File: src/hdl/npa_pkg.sv
package npa_pkg;

   // ---------------------------------------------------------------
   // array geometry
   // ---------------------------------------------------------------
   localparam int unsigned BLOCK_COUNT     = 1024;
   localparam int unsigned PAGES_PER_BLOCK = 64;
   localparam int unsigned PAGE_BYTES      = 2112;
   localparam int unsigned PAGE_WORDS_X16  = 1056;

   // ---------------------------------------------------------------
   // command codes
   // ---------------------------------------------------------------
   localparam logic [7:0] CMD_READ_1     = 8'h00;
   localparam logic [7:0] CMD_READ_2     = 8'h30;
   localparam logic [7:0] CMD_CBREAD_2   = 8'h35;
   localparam logic [7:0] CMD_CREAD_2    = 8'h31;
   localparam logic [7:0] CMD_CREAD_EXIT = 8'h34;
   localparam logic [7:0] CMD_SIG        = 8'h90;
   localparam logic [7:0] CMD_RESET      = 8'hFF;
   localparam logic [7:0] CMD_PROG_1     = 8'h80;
   localparam logic [7:0] CMD_CBPROG_1   = 8'h85;
   localparam logic [7:0] CMD_PROG_2     = 8'h10;
   localparam logic [7:0] CMD_CPROG_2    = 8'h15;
   localparam logic [7:0] CMD_ERASE_1    = 8'h60;
   localparam logic [7:0] CMD_ERASE_2    = 8'hD0;
   localparam logic [7:0] CMD_STATUS     = 8'h70;

   // ---------------------------------------------------------------
   // timing
   // ---------------------------------------------------------------
   localparam int unsigned CLK_PERIOD_PS   = 8000;
   localparam int unsigned CYCLE_MIN_NS    = 50;
   // strobe low and high halves, each rounded up
   localparam int unsigned HALF_CYC        =
      ((CYCLE_MIN_NS * 1000 / 2) + CLK_PERIOD_PS - 1) / CLK_PERIOD_PS;
   localparam int unsigned LOAD_MAX_US     = 25;
   localparam int unsigned LOAD_MAX_CYC    = LOAD_MAX_US * 1000000 / CLK_PERIOD_PS;
   localparam int unsigned PROG_TYP_US     = 200;
   localparam int unsigned ERASE_TYP_US    = 2000;
   localparam int unsigned BUSY_LAT_CYC    = 4;
   localparam int unsigned FIFO_DEPTH      = 4;

   // ---------------------------------------------------------------
   // operations requested by the user side
   // ---------------------------------------------------------------
   typedef enum logic [3:0] {
      OP_READ    = 4'h0,
      OP_PROGRAM = 4'h1,
      OP_ERASE   = 4'h2,
      OP_SIG     = 4'h3,
      OP_RESET   = 4'h4,
      OP_STATUS  = 4'h5,
      OP_CBREAD  = 4'h6,
      OP_CBPROG  = 4'h7,
      OP_CPROG   = 4'h8,
      OP_CREAD   = 4'h9,
      OP_CREXIT  = 4'hA
   } npa_op_e;

   typedef struct packed {
      npa_op_e     op;
      logic [15:0] row;
      logic [11:0] col;
      logic [11:0] count;
   } npa_req_s;

   typedef struct packed {
      logic [15:0] dout;
      logic [15:0] doe;
   } npa_io_s;

   // column and row bytes, unused bit positions held low
   function automatic logic [7:0] addr_byte(input logic [1:0] idx, input logic [11:0] col,
                                            input logic [15:0] row);
      logic [7:0] b;
      b = 8'h00;
      case (idx)
         2'd0: b = col[7:0];
         2'd1: b = {4'h0, col[11:8]};
         2'd2: b = row[7:0];
         default: b = row[15:8];
      endcase
      return b;
   endfunction

endpackage

File: src/hdl/npa_fifo.sv
`timescale 1ns/1ps
`default_nettype none
module npa_fifo #(
   parameter int unsigned WIDTH = 16,
   parameter int unsigned DEPTH = 4
) (
   // clock and reset
   input  wire logic             clk_i,
   input  wire logic             rst_n_i,
   // fill side
   input  wire logic             in_valid_i,
   input  wire logic [WIDTH-1:0] in_data_i,
   output logic                  in_ready_o,
   // drain side
   output logic                  out_valid_o,
   output logic [WIDTH-1:0]      out_data_o,
   input  wire logic             out_ready_i
);
   localparam int unsigned AW = $clog2(DEPTH);

   logic [WIDTH-1:0] mem_r [DEPTH];
   logic [AW-1:0]    wp_r;
   logic [AW-1:0]    rp_r;
   logic [AW:0]      cnt_r;
   wire              push = in_valid_i && in_ready_o;
   wire              pop  = out_valid_o && out_ready_i;

   // honest flags from the occupancy count
   assign in_ready_o  = (cnt_r != (AW+1)'(DEPTH));
   assign out_valid_o = (cnt_r != '0);
   assign out_data_o  = mem_r[rp_r];

   // ---------------------------------------------------------------
   // storage and pointers
   // ---------------------------------------------------------------
   always_ff @(posedge clk_i) begin
      if (push) begin
         mem_r[wp_r] <= in_data_i;
      end
   end

   always_ff @(posedge clk_i) begin
      if (!rst_n_i) begin
         wp_r  <= '0;
         rp_r  <= '0;
         cnt_r <= '0;
      end else begin
         if (push) wp_r <= wp_r + 1'b1;
         if (pop)  rp_r <= rp_r + 1'b1;
         cnt_r <= cnt_r + (AW+1)'(push) - (AW+1)'(pop);
      end
   end
endmodule // npa_fifo
`default_nettype wire

File: src/hdl/npa_host.sv
`timescale 1ns/1ps
`default_nettype none
// Functional notes
// - one shared I/O bus carries command, address and data in time
// - host qualifies every input cycle with select, write strobe, ALE, CLE
// - open-drain ready/busy, wired lines read as global busy
// - page load at most 25us, sequential reads no faster than 50ns
// - x16 carries data on upper lines, command and address low only
// - write-strobe rise latches command when CLE, address when ALE
// - address as four bytes, column first, unused bits low; erase sends two row bytes only, signature one byte
module npa_host
   import npa_pkg::*;
(
   // clock and reset
   input  wire logic                REF_CLK_I,
   input  wire logic                RST_N_I,
   // user request
   input  wire logic                REQ_VALID_I,
   input  wire npa_pkg::npa_req_s   REQ_I,
   output logic                     REQ_READY_O,
   output logic                     DONE_O,
   // user write data
   input  wire logic                WR_VALID_I,
   input  wire logic [15:0]         WR_DATA_I,
   output logic                     WR_READY_O,
   // user read data
   output logic                     RD_VALID_O,
   output logic [15:0]              RD_DATA_O,
   // configuration
   input  wire logic                WIDE_I,
   input  wire logic                UNLOCK_I,
   // memory pins
   output logic                     CHIP_SEL_N_O,
   output logic                     CLE_O,
   output logic                     ALE_O,
   output logic                     WRITE_STROBE_N_O,
   output logic                     READ_STROBE_N_O,
   output logic                     MODIFY_LOCK_N_O,
   input  wire logic                READY_BUSY_I,
   input  wire logic [7:0]          IO_BUS_LOW_I,
   input  wire logic [7:0]          IO_BUS_HIGH_I,
   output npa_pkg::npa_io_s         IO_O
);
   import npa_pkg::*;

   typedef enum logic [3:0] {
      ST_IDLE  = 4'h0,
      ST_CMD1  = 4'h1,
      ST_ADDR  = 4'h2,
      ST_WDATA = 4'h3,
      ST_CMD2  = 4'h4,
      ST_BUSY  = 4'h5,
      ST_RDATA = 4'h6,
      ST_DONE  = 4'h7
   } npa_st_e;

   // ---------------------------------------------------------------
   // state
   // ---------------------------------------------------------------
   npa_st_e     st_r, st_nxt;
   npa_req_s    req_r;
   logic [1:0]  phase_r;        // 0 setup/low, 1 high, then back to 0 for the next cycle
   logic [7:0]  tcnt_r;
   logic [1:0]  acnt_r;
   logic [11:0] dcnt_r;
   logic [3:0]  blat_r;

   // operation decode
   wire is_rd    = (req_r.op == OP_READ) || (req_r.op == OP_CBREAD) || (req_r.op == OP_CREAD);
   wire is_wr    = (req_r.op == OP_PROGRAM) || (req_r.op == OP_CPROG);
   wire is_erase = (req_r.op == OP_ERASE);
   wire has_addr = (req_r.op != OP_RESET) && (req_r.op != OP_STATUS) &&
                   (req_r.op != OP_CREXIT);
   wire has_cmd2 = is_rd || is_wr || is_erase || (req_r.op == OP_CBPROG);
   wire reads_data = is_rd || (req_r.op == OP_SIG) || (req_r.op == OP_STATUS) ||
                     (req_r.op == OP_CREXIT);
   wire waits_busy = has_cmd2 || (req_r.op == OP_RESET) || (req_r.op == OP_CREXIT);
   wire [1:0] alast = is_erase ? 2'd1 : 2'd3;  // erase sends row bytes only

   wire [7:0] cmd1 = (req_r.op == OP_SIG)    ? CMD_SIG :
                     (req_r.op == OP_RESET)  ? CMD_RESET :
                     (req_r.op == OP_STATUS) ? CMD_STATUS :
                     (req_r.op == OP_CREXIT) ? CMD_CREAD_EXIT :
                     (req_r.op == OP_CBPROG) ? CMD_CBPROG_1 :
                     is_wr ? CMD_PROG_1 :
                     is_erase ? CMD_ERASE_1 : CMD_READ_1;
   wire [7:0] cmd2 = (req_r.op == OP_CBREAD) ? CMD_CBREAD_2 :
                     (req_r.op == OP_CREAD)  ? CMD_CREAD_2 :
                     (req_r.op == OP_CPROG)  ? CMD_CPROG_2 :
                     is_erase ? CMD_ERASE_2 :
                     is_rd ? CMD_READ_2 : CMD_PROG_2;
   wire [1:0] aidx = is_erase ? acnt_r + 2'd2 : acnt_r;
   wire [7:0] abyte = addr_byte(aidx, req_r.col, req_r.row);

   // write-data buffer drained one word per write cycle
   logic        wf_valid;
   logic [15:0] wf_data;
   wire         cyc_end  = (phase_r == 2'd1) && (tcnt_r == 8'(HALF_CYC - 1));
   wire         wf_take  = (st_r == ST_WDATA) && cyc_end;
   wire         wd_stall = (st_r == ST_WDATA) && (phase_r == 2'd0) && !wf_valid;
   wire         busy_line = !READY_BUSY_I;  // wired lines, any low is busy

   npa_fifo #(.WIDTH(16), .DEPTH(FIFO_DEPTH)) u_wfifo (
      .clk_i       (REF_CLK_I),
      .rst_n_i     (RST_N_I),
      .in_valid_i  (WR_VALID_I),
      .in_data_i   (WR_DATA_I),
      .in_ready_o  (WR_READY_O),
      .out_valid_o (wf_valid),
      .out_data_o  (wf_data),
      .out_ready_i (wf_take)
   );

   // ---------------------------------------------------------------
   // sequencing
   // ---------------------------------------------------------------
   wire last_data = (dcnt_r == req_r.count);
   always_comb begin
      st_nxt = st_r;
      case (st_r)
         ST_IDLE:  if (REQ_VALID_I && REQ_READY_O) st_nxt = ST_CMD1;
         ST_CMD1:  if (cyc_end) st_nxt = has_addr ? ST_ADDR :
                                         waits_busy ? ST_BUSY :   // exit reloads first
                                         reads_data ? ST_RDATA : ST_DONE;
         ST_ADDR:  if (cyc_end && (acnt_r == alast) || cyc_end && req_r.op == OP_SIG)
                      st_nxt = is_wr ? ST_WDATA :
                               (req_r.op == OP_SIG) ? ST_RDATA : ST_CMD2;
         ST_WDATA: if (cyc_end && last_data) st_nxt = ST_CMD2;
         ST_CMD2:  if (cyc_end) st_nxt = ST_BUSY;
         ST_BUSY:  if (blat_r == 4'(BUSY_LAT_CYC) && !busy_line)
                      st_nxt = reads_data ? ST_RDATA : ST_DONE;
         ST_RDATA: if (cyc_end && last_data) st_nxt = ST_DONE;
         ST_DONE:  st_nxt = ST_IDLE;
         default:  st_nxt = ST_IDLE;
      endcase
   end

   always_ff @(posedge REF_CLK_I) begin
      if (!RST_N_I) begin
         st_r <= ST_IDLE;
      end else begin
         st_r <= st_nxt;
      end
   end

   // request capture; signature is four bytes, status one
   always_ff @(posedge REF_CLK_I) begin
      if (st_r == ST_IDLE && REQ_VALID_I && REQ_READY_O) begin  // none on first edge out of reset
         req_r <= REQ_I;
         if (REQ_I.op == OP_SIG) req_r.count <= 12'h003;
         if (REQ_I.op == OP_STATUS) req_r.count <= 12'h000;
      end
   end

   // strobe cycle timer: low half then high half, each >= 25ns
   wire in_cycle = (st_r == ST_CMD1) || (st_r == ST_ADDR) || (st_r == ST_CMD2) ||
                   (st_r == ST_WDATA && !wd_stall) || (st_r == ST_RDATA);
   always_ff @(posedge REF_CLK_I) begin
      if (!RST_N_I || !in_cycle) begin
         phase_r <= 2'd0;
         tcnt_r  <= 8'h00;
      end else if (tcnt_r == 8'(HALF_CYC - 1)) begin
         tcnt_r  <= 8'h00;
         phase_r <= (phase_r == 2'd0) ? 2'd1 : 2'd0;
      end else begin
         tcnt_r <= tcnt_r + 8'h01;
      end
   end

   // address byte and data word counters
   always_ff @(posedge REF_CLK_I) begin
      if (!RST_N_I || st_r == ST_IDLE) begin
         acnt_r <= 2'd0;
         dcnt_r <= 12'h000;
         blat_r <= 4'h0;
      end else begin
         if (st_r == ST_ADDR && cyc_end) acnt_r <= acnt_r + 2'd1;
         if ((st_r == ST_WDATA || st_r == ST_RDATA) && cyc_end) dcnt_r <= dcnt_r + 12'h001;
         if (st_r != ST_BUSY) blat_r <= 4'h0;
         else if (blat_r != 4'(BUSY_LAT_CYC)) blat_r <= blat_r + 4'h1;
      end
   end

   // ---------------------------------------------------------------
   // pin drive, all registered
   // ---------------------------------------------------------------
   wire low_half  = in_cycle && (phase_r == 2'd0);
   wire is_wcyc   = (st_r == ST_CMD1) || (st_r == ST_ADDR) || (st_r == ST_CMD2) ||
                    (st_r == ST_WDATA);
   wire [15:0] wval = (st_r == ST_CMD1) ? {8'h00, cmd1} :
                      (st_r == ST_CMD2) ? {8'h00, cmd2} :
                      (st_r == ST_ADDR) ? {8'h00, abyte} :
                      (WIDE_I ? wf_data : {8'h00, wf_data[7:0]});
   wire [15:0] wen  = (st_r == ST_WDATA && WIDE_I) ? 16'hFFFF : 16'h00FF;
   always_ff @(posedge REF_CLK_I) begin
      if (!RST_N_I) begin
         CHIP_SEL_N_O     <= 1'b1;
         CLE_O            <= 1'b0;
         ALE_O            <= 1'b0;
         WRITE_STROBE_N_O <= 1'b1;
         READ_STROBE_N_O  <= 1'b1;
         MODIFY_LOCK_N_O  <= 1'b0;
         IO_O             <= '0;
      end else begin
         CHIP_SEL_N_O     <= (st_r == ST_IDLE) || (st_r == ST_DONE);
         CLE_O            <= (st_r == ST_CMD1) || (st_r == ST_CMD2);
         ALE_O            <= (st_r == ST_ADDR);
         WRITE_STROBE_N_O <= !(is_wcyc && low_half);   // rise latches the bus
         READ_STROBE_N_O  <= !((st_r == ST_RDATA) && low_half);
         MODIFY_LOCK_N_O  <= UNLOCK_I;                 // low blocks modify
         IO_O.dout        <= is_wcyc ? wval : 16'h0000;
         IO_O.doe         <= is_wcyc ? wen : 16'h0000; // released for reads
      end
   end

   // user handshakes; read word sampled just before strobe rises
   always_ff @(posedge REF_CLK_I) begin
      if (!RST_N_I) begin
         REQ_READY_O <= 1'b0;
         DONE_O      <= 1'b0;
         RD_VALID_O  <= 1'b0;
         RD_DATA_O   <= 16'h0000;
      end else begin
         REQ_READY_O <= (st_nxt == ST_IDLE);
         DONE_O      <= (st_r == ST_DONE);
         RD_VALID_O  <= (st_r == ST_RDATA) && (phase_r == 2'd0) &&
                        (tcnt_r == 8'(HALF_CYC - 1));
         RD_DATA_O   <= WIDE_I ? {IO_BUS_HIGH_I, IO_BUS_LOW_I} : {8'h00, IO_BUS_LOW_I};
      end
   end
endmodule // npa_host
`default_nettype wire

File: config.mk
export PLATFORM = sky130hd
export DESIGN_NAME = npa_host
export DESIGN_NICKNAME = d
export VERILOG_FILES = /design/src/hdl/npa_pkg.sv /design/src/hdl/npa_fifo.sv /design/src/hdl/npa_host.sv
export SDC_FILE = /design/constraint.sdc
export NUM_CORES = 1
export LEC_CHECK = 0
export BUFFER_PORTS_ARGS = -buffer_cell sky130_fd_sc_hd__buf_4
export CORE_ASPECT_RATIO = 1.75
export CORE_MARGIN = 2
export CORE_UTILIZATION = 35
export CTS_CLUSTER_SIZE = 8
export DETAILED_ROUTE_END_ITERATION = 10
export SYNTH_ARGS = -nofsm -noshare
export SYNTH_HDL_FRONTEND = slang
export SYNTH_SLANG_ARGS = --single-unit
export TNS_END_PERCENT = 10
File: constraint.sdc
create_clock -name REF_CLK_I -period 2.4 [get_ports REF_CLK_I]
set_input_delay 0.12 -clock REF_CLK_I [delete_from_list [all_inputs] [get_ports REF_CLK_I]]
set_output_delay 0.12 -clock REF_CLK_I [all_outputs]
set_load 0.01 [all_outputs]
==> results of run 1 <==
[sequential cells by signal, indices dropped and copies added (netlist names), named ones only]
register,count
blat_r,4
READ_STROBE_N_O,1
CHIP_SEL_N_O,1
u_wfifo.rp_r,2
u_wfifo.wp_r,2
DONE_O,1
u_wfifo.mem_r,64
IO_O,18
CLE_O,1
REQ_READY_O,1
MODIFY_LOCK_N_O,1
st_r,4
WRITE_STROBE_N_O,1
phase_r,1
acnt_r,2
ALE_O,1
req_r,44
u_wfifo.cnt_r,3
RD_DATA_O,16
RD_VALID_O,1
dcnt_r,12
tcnt_r,8
[what timing repair did]
action,4_1_cts,5_1_grt
endpoints found under the hold margin,124,0
pin swaps,0,1
hold buffers,84,0
setup endpoints to repair,1,2
cloned,0,0
gates resized for setup,1,9
[through the flow]
step                      power (mW)  hold WS, ps
after CTS                       7.38         42.8
final                           7.28         59.2
after floorplan                 4.06          219
after global placement          4.33          299
after detailed placement        4.34          299
after global routing            7.56         59.3
[cell type report]
type | count | area, sq um
fill | 2012 | 11200
sequential | 191 | 4910
timing repair buffer | 253 | 2120
tap | 296 | 370
clock inverter | 15 | 205
inverter | 13 | 48.8
clock buffer | 17 | 425
multi-input combinational | 364 | 2700
[worst min-delay path by stage]
stage / from / to
after floorplan: REQ_I[12] / req_r[12]$_DFFE_PP_
after global placement: REQ_I[36] / req_r[36]$_DFFE_PP_
after detailed placement: REQ_I[32] / req_r[32]$_DFFE_PP_
after CTS: REQ_I[0] / req_r[0]$_SDFFCE_PP0P_
after global routing: REQ_I[0] / req_r[0]$_SDFFCE_PP0P_
final: REQ_I[0] / req_r[0]$_SDFFCE_PP0P_
[layer usage]
metal | vias to the layer above | routed length, microns | track usage [%]
met4 | 0 | 409 | 6.26
met3 | 25 | 736 | 3.40
li1 | 2632 | - | -
met2 | 138 | 9870 | 28.6
met5 | - | 0 | 0
met1 | 2561 | 6870 | 17.1
[kinds of logic (layout without fill, tap and decap cells)]
family | count (synthesis) | count (layout) | synth area share (%)
AO/OA/AOI/OAI | 61 | 61 | 4.88
XOR/XNOR | 46 | 46 | 5.25
adder cells (fa/ha/maj) | 11 | 11 | 1.86
buffers and inverters | 55 | 298 | 3.46
flip-flops | 191 | 191 | 62.8
multiplexers | 30 | 30 | 6.89
other | 1 | 1 | 0.0480
AND/OR/NAND/NOR | 215 | 215 | 14.8
[power groups by stage]
stage / combinational [mW] / sequential (mW) / clock [mW]
final: 0.664 / 3.70 / 2.92
after global routing: 0.740 / 3.71 / 3.11
after CTS: 0.675 / 3.70 / 3.01
after detailed placement: 0.568 / 3.77 / 0
after global placement: 0.565 / 3.77 / 0
after floorplan: 0.292 / 3.77 / 0
[tightest hold or removal path: stages]
cell    delay, ps
buf_4          80
nor2_1         40
nor2_1        120
[cell usage after synthesis, types with 3 or more instances]
master / count / share of area (%)
and3_1: 20 / 1.6
o211ai_1: 4 / 0.38
and2_1: 24 / 1.9
nor3b_1: 5 / 0.48
nand2b_1: 7 / 0.56
buf_2: 3 / 0.19
dfxtp_1: 83 / 21
or3_1: 7 / 0.56
nand2_1: 33 / 1.6
nor3_1: 9 / 0.58
o21ai_0: 22 / 1.4
a21oi_1: 13 / 0.83
nor4_1: 4 / 0.32
nor2b_1: 12 / 0.96
clkbuf_1: 21 / 1.0
xnor2_1: 27 / 3.0
mux2i_1: 11 / 1.4
xor2_1: 18 / 2.0
nor2_1: 56 / 2.7
ha_1: 10 / 1.6
nand4_1: 7 / 0.56
buf_1: 3 / 0.14
buf_4: 14 / 1.3
inv_1: 13 / 0.62
mux4_2: 19 / 5.5
edfxtp_1: 108 / 42
a31oi_1: 4 / 0.32
nand3_1: 17 / 1.1
==> results.toml, run 1 <==
[cts]
clock_sinks = 191
cts_tree = "built"
cts_root_buf = "clkbuf_16"
insertion_delay_ps = 430
post-cts-setup-buffer-count = 0
cts_htree_levels = 4
clk_path_buf_depth = 2
cts_buffers = 17
cts.clk_slew.worst_paths_ps = 80

[setup_path]
crit_path_start_kind = "flop"
required_ps = 2770
critical_path.max_fanout = 4
worstPathCellList = "ha_1 > buf_4 > nor3b_2 > nand3_1 > nor4_4 > nor2_1 > nor4_2 > and4_1"
slowest_delay_ps = 400
startpoint = "tcnt_r[0]$_SDFF_PP0_"
cp-endpoint = "REQ_READY_O$_SDFF_PN0_"
cp_data_arrival_time_ps = 2690
crit_type = "reg2reg"
reg2reg_from = "tcnt_r[0]$_SDFF_PP0_"
r2r_setup_slack_ps = 80
cp.depth = 8
r2r_cells = 8
cp_slowest_cell = "nor4_4"
r2r-end = "REQ_READY_O$_SDFF_PN0_"
critPathTopFamily = "simple AND/OR/NAND/NOR gates"
worst_setup_path_end_kind = "flop"
path_buf_inv = 1

[sta]
timing.slew.headroom_pct = 64.3
tns_ps = 0
layout_setup_ws_ps = 83.3
setup_viol = 0
post-route-period-util_pct = 96.5
fmax_ghz = 0.432
final-hold-violation-count = 0
slew_violations = 0
min_period_ps = 2320
tightest_slew_ps = 534
finClkSkew_ps = 11.8

[floorplanning]
initial_core_util_pct = 35.5
ioPinCount = 141
die-area_sq_mm = 0.0236
core-area_sq_mm = 0.0220
fp.dieH_microns = 202
die_x_microns = 117
rows = 72

[status]
status = "finished, final reports clean"

[power_and_ir_drop]
power_frac_clock_pct = 40.1
power.switching_mw = 1.75
sequentialPowerShare_pct = 50.7
p_leak_nw = 4.11
comb_power_share_pct = 9.1
internal-power_mw = 5.54
switching_share_pct = 24.0
peakVddDrop_v = 0.000612
power.density_mw_per_mm2 = 676

[detailed_routing]
drt_iter0_drc = 274
vias = 5356
antenna_left = 0
route.detailed.drc = 0
via_per_inst = 4.66
wl_per_cell_microns = 15.6
wirelength_microns = 17900
dr.pass1.iters = 6

[synthesis]
yosysUniqueCellTypes = 59
netlist_area_sq_mm = 0.00781
ys_seq_area_share_pct = 62.8
synth.net_count = 704
yosysWarnings = 0
ys_ff_latch = 191
synth-edff-count = 108
async_reset_ff_share_pct = 0
syn_inst = 610
synth_ff_type = "edfxtp_1"
syn_area_per_cell_sq_um = 12.8

[place]
hpwl_microns = 12000
dpl.cell_count = 1033
io_buffer_count = 140
post_dp_cell_area_sq_mm = 0.00926
dp_slack_ps = 5.47
routabilityCongestion = 0.852

[final_layout]
final_net_count = 934
final_cell_mix = "buf_4 (168), edfxtp_1 (108), dlygate4sd3_1 (84)"
final_cells = 1149
final_cell_area_sq_mm = 0.0108
final_common_cell = "buf_4"
fin_util_pct = 49.0
drive_above_1_share_pct = 27.8
antenna_cells = 0
area.growth.synth_to_final_pct = 38.0

[worst_hold_path]
worstHoldPathCells = 3
min_path_type = "in2reg"

[grt]
grt_max_degree = 35
grt_pass1_vias = 5592
grt_use_total_pct = 15.6
grt_overflow_total = 0
grt_pass1_wl_microns = 28000
antenna_found_initial = 0

[flow_run]
maxCapViolCount = 0
Note: power is estimated with default switching activity, not from simulation.
==> run 2, diff against run 1 <==
--- a/config.mk
+++ b/config.mk
@@ -6,7 +6,7 @@
 export NUM_CORES = 1
 export LEC_CHECK = 0
 export BUFFER_PORTS_ARGS = -buffer_cell sky130_fd_sc_hd__buf_4
-export CORE_ASPECT_RATIO = 1.75
+export CORE_ASPECT_RATIO = 1.25
 export CORE_MARGIN = 2
 export CORE_UTILIZATION = 35
 export CTS_CLUSTER_SIZE = 8
==> run 2 against run 1 <==
  * Flip-flop and latch count unchanged
  * Global-route usage down 0.072 points
  * First-iteration DRC count down 11%
  * Largest cell class unchanged
  * Cell area down 0.21%
  * Setup slack better by 96 ps
  * Critical endpoint is now u_wfifo.cnt_r[2]$_SDFF_PN0_
  * Clock-buffer cell count unchanged
  * Clock skew about the same
  * Worst hold slack worse by 46 ps
  * Sequential share of layout area up 0.15 points
  * Critical path depth up 3
  * Register-to-register slack better by 96 ps
  * Non-clock buffer count down 2
==> results.toml, run 2 (same netlist as run 1, synthesis figures left out) <==
[grt]
grt_pass1_wl_microns = 28000
grt_max_degree = 45
grt_use_total_pct = 15.6
grt_overflow_total = 0
antenna_found_initial = 0
grt_pass1_vias = 5429

[setup_path]
crit_path_start_kind = "flop"
slowest_delay_ps = 370
critical_path.max_fanout = 5
cp_slowest_cell = "dfxtp_4"
required_ps = 2720
cp_data_arrival_time_ps = 2540
worstPathCellList = "nor4_4 > nand2_2 > nor2_2 > ha_1 > inv_1 > ha_1 > inv_1 > fa_2 > xor2_1 > xnor2_1 > nor2_1"
crit_type = "reg2reg"
worst_setup_path_end_kind = "flop"

[sta]
finClkSkew_ps = 11.9
final-hold-violation-count = 0
fmax_ghz = 0.450
setup_viol = 0
slew_violations = 0
timing.slew.headroom_pct = 61.8
post-route-period-util_pct = 92.5
tightest_slew_ps = 573
tns_ps = 0
min_period_ps = 2220

[detailed_routing]
antenna_left = 0
via_per_inst = 4.67
wl_per_cell_microns = 15.5
dr.pass1.iters = 4
route.detailed.drc = 0
drt_iter0_drc = 243
wirelength_microns = 17500
vias = 5293

[final_layout]
drive_above_1_share_pct = 28.4
final_common_cell = "buf_4"
reg_top3 = "u_wfifo.mem_r: 64 flops, req_r: 44 flops, IO_O: 18 flops"
final_cells = 1134
final_net_count = 932
antenna_cells = 0
regArea_sq_mm = 0.00491
fin_util_pct = 48.8
num-fill-cells = 1924
final_cell_area_sq_mm = 0.0108
area.growth.synth_to_final_pct = 37.7
multi_input_area_sq_mm = 0.00271
top_register = "u_wfifo.mem_r"
final_cell_mix = "buf_4 (171), edfxtp_1 (108), dfxtp_1 (80)"
largest_register_ff_count = 64

[cts]
clock_sinks = 191
cts_buffers = 17
insertion_delay_ps = 440
clk_path_buf_depth = 2
cts_root_buf = "clkbuf_16"
post-cts-setup-buffer-count = 0
cts_htree_levels = 4
cts_tree = "built"
cts.clk_slew.worst_paths_ps = 80

[flow_run]
maxCapViolCount = 0

[floorplanning]
initial_core_util_pct = 35.4
rows = 61
ioPinCount = 141
fp.dieH_microns = 171
core-area_sq_mm = 0.0221
die_x_microns = 138
die-area_sq_mm = 0.0235

[place]
hpwl_microns = 12100
post_dp_cell_area_sq_mm = 0.00927
routabilityCongestion = 0.813
dpl.cell_count = 1023
io_buffer_count = 140

[status]
status = "finished, final reports clean"

[power_and_ir_drop]
power.density_mw_per_mm2 = 678
peakVddDrop_v = 0.000498
p_leak_nw = 4.08

[worst_hold_path]
min_path_type = "in2reg"
## run 2: changes by cell type in the layout (fill, tap and decap cells not counted), moves of 2 or more
cell	delta
dlygate4sd3_1	-5
inv_12	+5
inv_8	-4
buf_4	+3
clkinv_4	+2
dfxtp_4	+2
inv_6	-2
## run 2: power by group
part	total, mW	switching [mW]	internal [mW]
logic	0.675	0.301	0.374
clock network	2.92	1.46	1.46
registers	3.69	0.0564	3.64
## run 2: layer usage
layer | up-vias | global-route usage, % | wire [microns]
met5 | - | 0 | 0
met4 | 0 | 5.11 | 267
met3 | 16 | 3.23 | 721
met2 | 111 | 26.6 | 8940
met1 | 2525 | 19.6 | 7610
li1 | 2641 | - | -
## run 2: final timing paths
check                       startpoint                           to  slack, ps  cells past startpoint
hold reg to reg   tcnt_r[0]$_SDFF_PP0_         tcnt_r[0]$_SDFF_PP0_        440                      1
setup reg to reg  tcnt_r[2]$_SDFF_PP0_  u_wfifo.cnt_r[2]$_SDFF_PN0_        180                     11
setup / recovery  tcnt_r[2]$_SDFF_PP0_  u_wfifo.cnt_r[2]$_SDFF_PN0_        180                     11
hold / removal                REQ_I[3]       req_r[3]$_SDFFCE_PP0P_         10                      2
## run 2: final cells by class
cell class,instances,area share [%]
clock buffers,17,3.95
clock inverters,15,1.97
inverters,13,0.454
multi-input cells,364,25.2
flip-flops and latches,191,45.7
well taps,283,3.29
repair buffers,251,19.5
## run 2: worst max-delay path, delay by kind of cell (launching register included)
family                     cells  cell delay (ps)
adders and majority gates      3              710
xor gates and xnor gates       2              310
DFF                            1              370
buffers and inverters          2              100
and+or+nand+nor                4              620
## run 2: stage by stage
stage	power, mW	worst slack [ps]	hold WS (ps)
after floorplan	4.06	-53.1	219
after global placement	4.33	106	300
after detailed placement	4.35	-0.0360	299
after CTS	7.38	5.09	2.73
after global routing	7.59	-8.42	13.6
final	7.29	179	12.9
## run 2: timing repair
item | CTS | global route
endpoints found under the setup margin | 2 | 3
resized for setup | 4 | 11
hold buffers | 79 | 0
pin swaps | 0 | 4
hold endpoints to repair | 123 | 0
==> run 3, diff against run 2 <==
==> constraint.sdc (replaced) <==
create_clock -name REF_CLK_I -period 2.7 [get_ports REF_CLK_I]
set_input_delay 0.135 -clock REF_CLK_I [delete_from_list [all_inputs] [get_ports REF_CLK_I]]
set_output_delay 0.135 -clock REF_CLK_I [all_outputs]
set_load 0.01 [all_outputs]
==> run 3 against run 2 <==
  * Setup slack lost 3.5 ps
  * Critical path depth rose by 1
  * Fmax shrank 12%
  * Worst hold slack better by 0.69 ps
  * Non-clock buffer count fell by 8
  * Core utilization down 0.55 points
  * Total power down 10%
  * Cell count down 0.71%
  * Cell area down 1.1%
  * Clock skew is 0.73 ps lower
  * Largest cell class unchanged
==> results.toml, run 3 (same netlist as run 1, synthesis figures left out) <==
[final_layout]
fin_util_pct = 48.2
area.growth.synth_to_final_pct = 36.1
num-fill-cells = 1915
top_register = "u_wfifo.mem_r"
regArea_sq_mm = 0.00490
reg_top3 = "u_wfifo.mem_r: 64 flops, req_r: 44 flops, IO_O: 18 flops"
final_net_count = 924
largest_register_ff_count = 64
antenna_cells = 0
multi_input_area_sq_mm = 0.00265
final_common_cell = "buf_4"
final_cell_area_sq_mm = 0.0106
drive_above_1_share_pct = 26.8
final_cell_mix = "buf_4 (164), edfxtp_1 (108), dfxtp_1 (83)"

[worst_hold_path]
min_path_type = "in2reg"

[power_and_ir_drop]
p_total_mw = 6.55
peakVddDrop_v = 0.000440
power_frac_clock_pct = 40.9
switching_share_pct = 25.6
internal-power_mw = 4.88
sequentialPowerShare_pct = 50.2
comb_power_share_pct = 9.0
p_leak_nw = 4.03
power.density_mw_per_mm2 = 616
power.switching_mw = 1.67

[floorplanning]
die-area_sq_mm = 0.0235
die_x_microns = 138
ioPinCount = 141
initial_core_util_pct = 35.4
core-area_sq_mm = 0.0221
fp.dieH_microns = 171
rows = 61

[place]
hpwl_microns = 12100
post_dp_cell_area_sq_mm = 0.00920
io_buffer_count = 140
dp_slack_ps = 167
routabilityCongestion = 0.827

[sta]
layout_setup_ws_ps = 176
min_period_ps = 2520
setup_viol = 0
rsz0062_at_grt = "no"
fmax_ghz = 0.396
finClkSkew_ps = 11.2
final-hold-violation-count = 0
tns_ps = 0
post-route-period-util_pct = 93.5
tightest_slew_ps = 653
slew_violations = 0
timing.slew.headroom_pct = 56.4

[setup_path]
critical_path.max_fanout = 5
worst_setup_path_end_kind = "flop"
required_ps = 3030
cp_data_arrival_time_ps = 2860
crit_path_start_kind = "flop"
crit_type = "reg2reg"

[cts]
insertion_delay_ps = 440
cts_tree = "built"
cts.clk_slew.worst_paths_ps = 80
cts_htree_levels = 4
cts_buffers = 17
clock_sinks = 191
post-cts-setup-buffer-count = 0
clk_path_buf_depth = 2
cts_root_buf = "clkbuf_16"

[detailed_routing]
drt_iter0_drc = 338
wl_per_cell_microns = 15.7
dr.pass1.iters = 5
route.detailed.drc = 0
vias = 5298
wirelength_microns = 17600
via_per_inst = 4.71
antenna_left = 0

[grt]
grt_pass1_wl_microns = 27100
grt_overflow_total = 0
grt_max_degree = 39
grt_use_total_pct = 15.3
antenna_found_initial = 0
grt_pass1_vias = 5188

[status]
status = "finished, final reports clean"

[flow_run]
maxCapViolCount = 0
-- run 3: cell count changes in the layout (fill, tap and decap cells not counted), sizes merged --
cell / before / now
buf: 172 / 165
clkinv: 7 / 4
inv: 21 / 24
dlygate4sd3: 79 / 78
-- run 3: final cells by class --
class / instances / area share, %
clock inverter: 15 / 2.08
multi-input combinational: 364 / 24.9
clock buffer: 17 / 4.00
sequential: 191 / 46.1
tap: 283 / 3.33
timing repair buffer: 243 / 19.1
inverter: 13 / 0.459
-- run 3: metal layers --
layer	up-vias	global-route usage [%]	part of all wire, %
met1	2535	19.9	44
met4	0	4.53	0.97
met3	12	3.70	4.7
met2	126	25.3	50
met5	-	0	0
li1	2625	-	-
-- run 3: worst paths after layout --
check                  startpoint                          end  slack, ps  depth (start not counted)
max          tcnt_r[0]$_SDFF_PP0_  u_wfifo.cnt_r[2]$_SDFF_PN0_        180                         12
min                        WIDE_I      RD_DATA_O[9]$_SDFF_PN0_         10                          2
max reg2reg  tcnt_r[0]$_SDFF_PP0_  u_wfifo.cnt_r[2]$_SDFF_PN0_        180                         12
min reg2reg  tcnt_r[0]$_SDFF_PP0_         tcnt_r[0]$_SDFF_PP0_        450                          1
-- run 3: power by group through the flow --
stage               Sequential, mW  Combinational (mW)  Clock [mW]
floorplan                     3.35               0.259           0
global placement              3.35               0.501           0
detailed placement            3.36               0.501           0
CTS                           3.29               0.595        2.74
global route                  3.30               0.641        2.85
finish                        3.29               0.586        2.68
-- run 3: metrics by stage --
step | instances | hold WS (ps)
floorplan | 610 | 234
global placement | 1016 | 315
detailed placement | 1016 | 314
CTS | 1126 | 2.53
global route | 1126 | 12.1
finish | 1126 | 13.6
-- run 3: what timing repair did --
action                     CTS  global route
gates resized for setup      0             2
hold buffers                78             0
setup endpoints to repair    0             1
hold endpoints to repair   123             0
-- run 3: critical path, cell delays in order, from the launching register on --
cell	delay, ps
dfxtp_1	360
ha_2	240
nor4bb_2	220
nand2_1	160
nor2_1	210
ha_1	250
inv_1	50
ha_1	130
inv_1	50
fa_1	370
xor2_1	180
xnor2_1	140
nor2_1	60
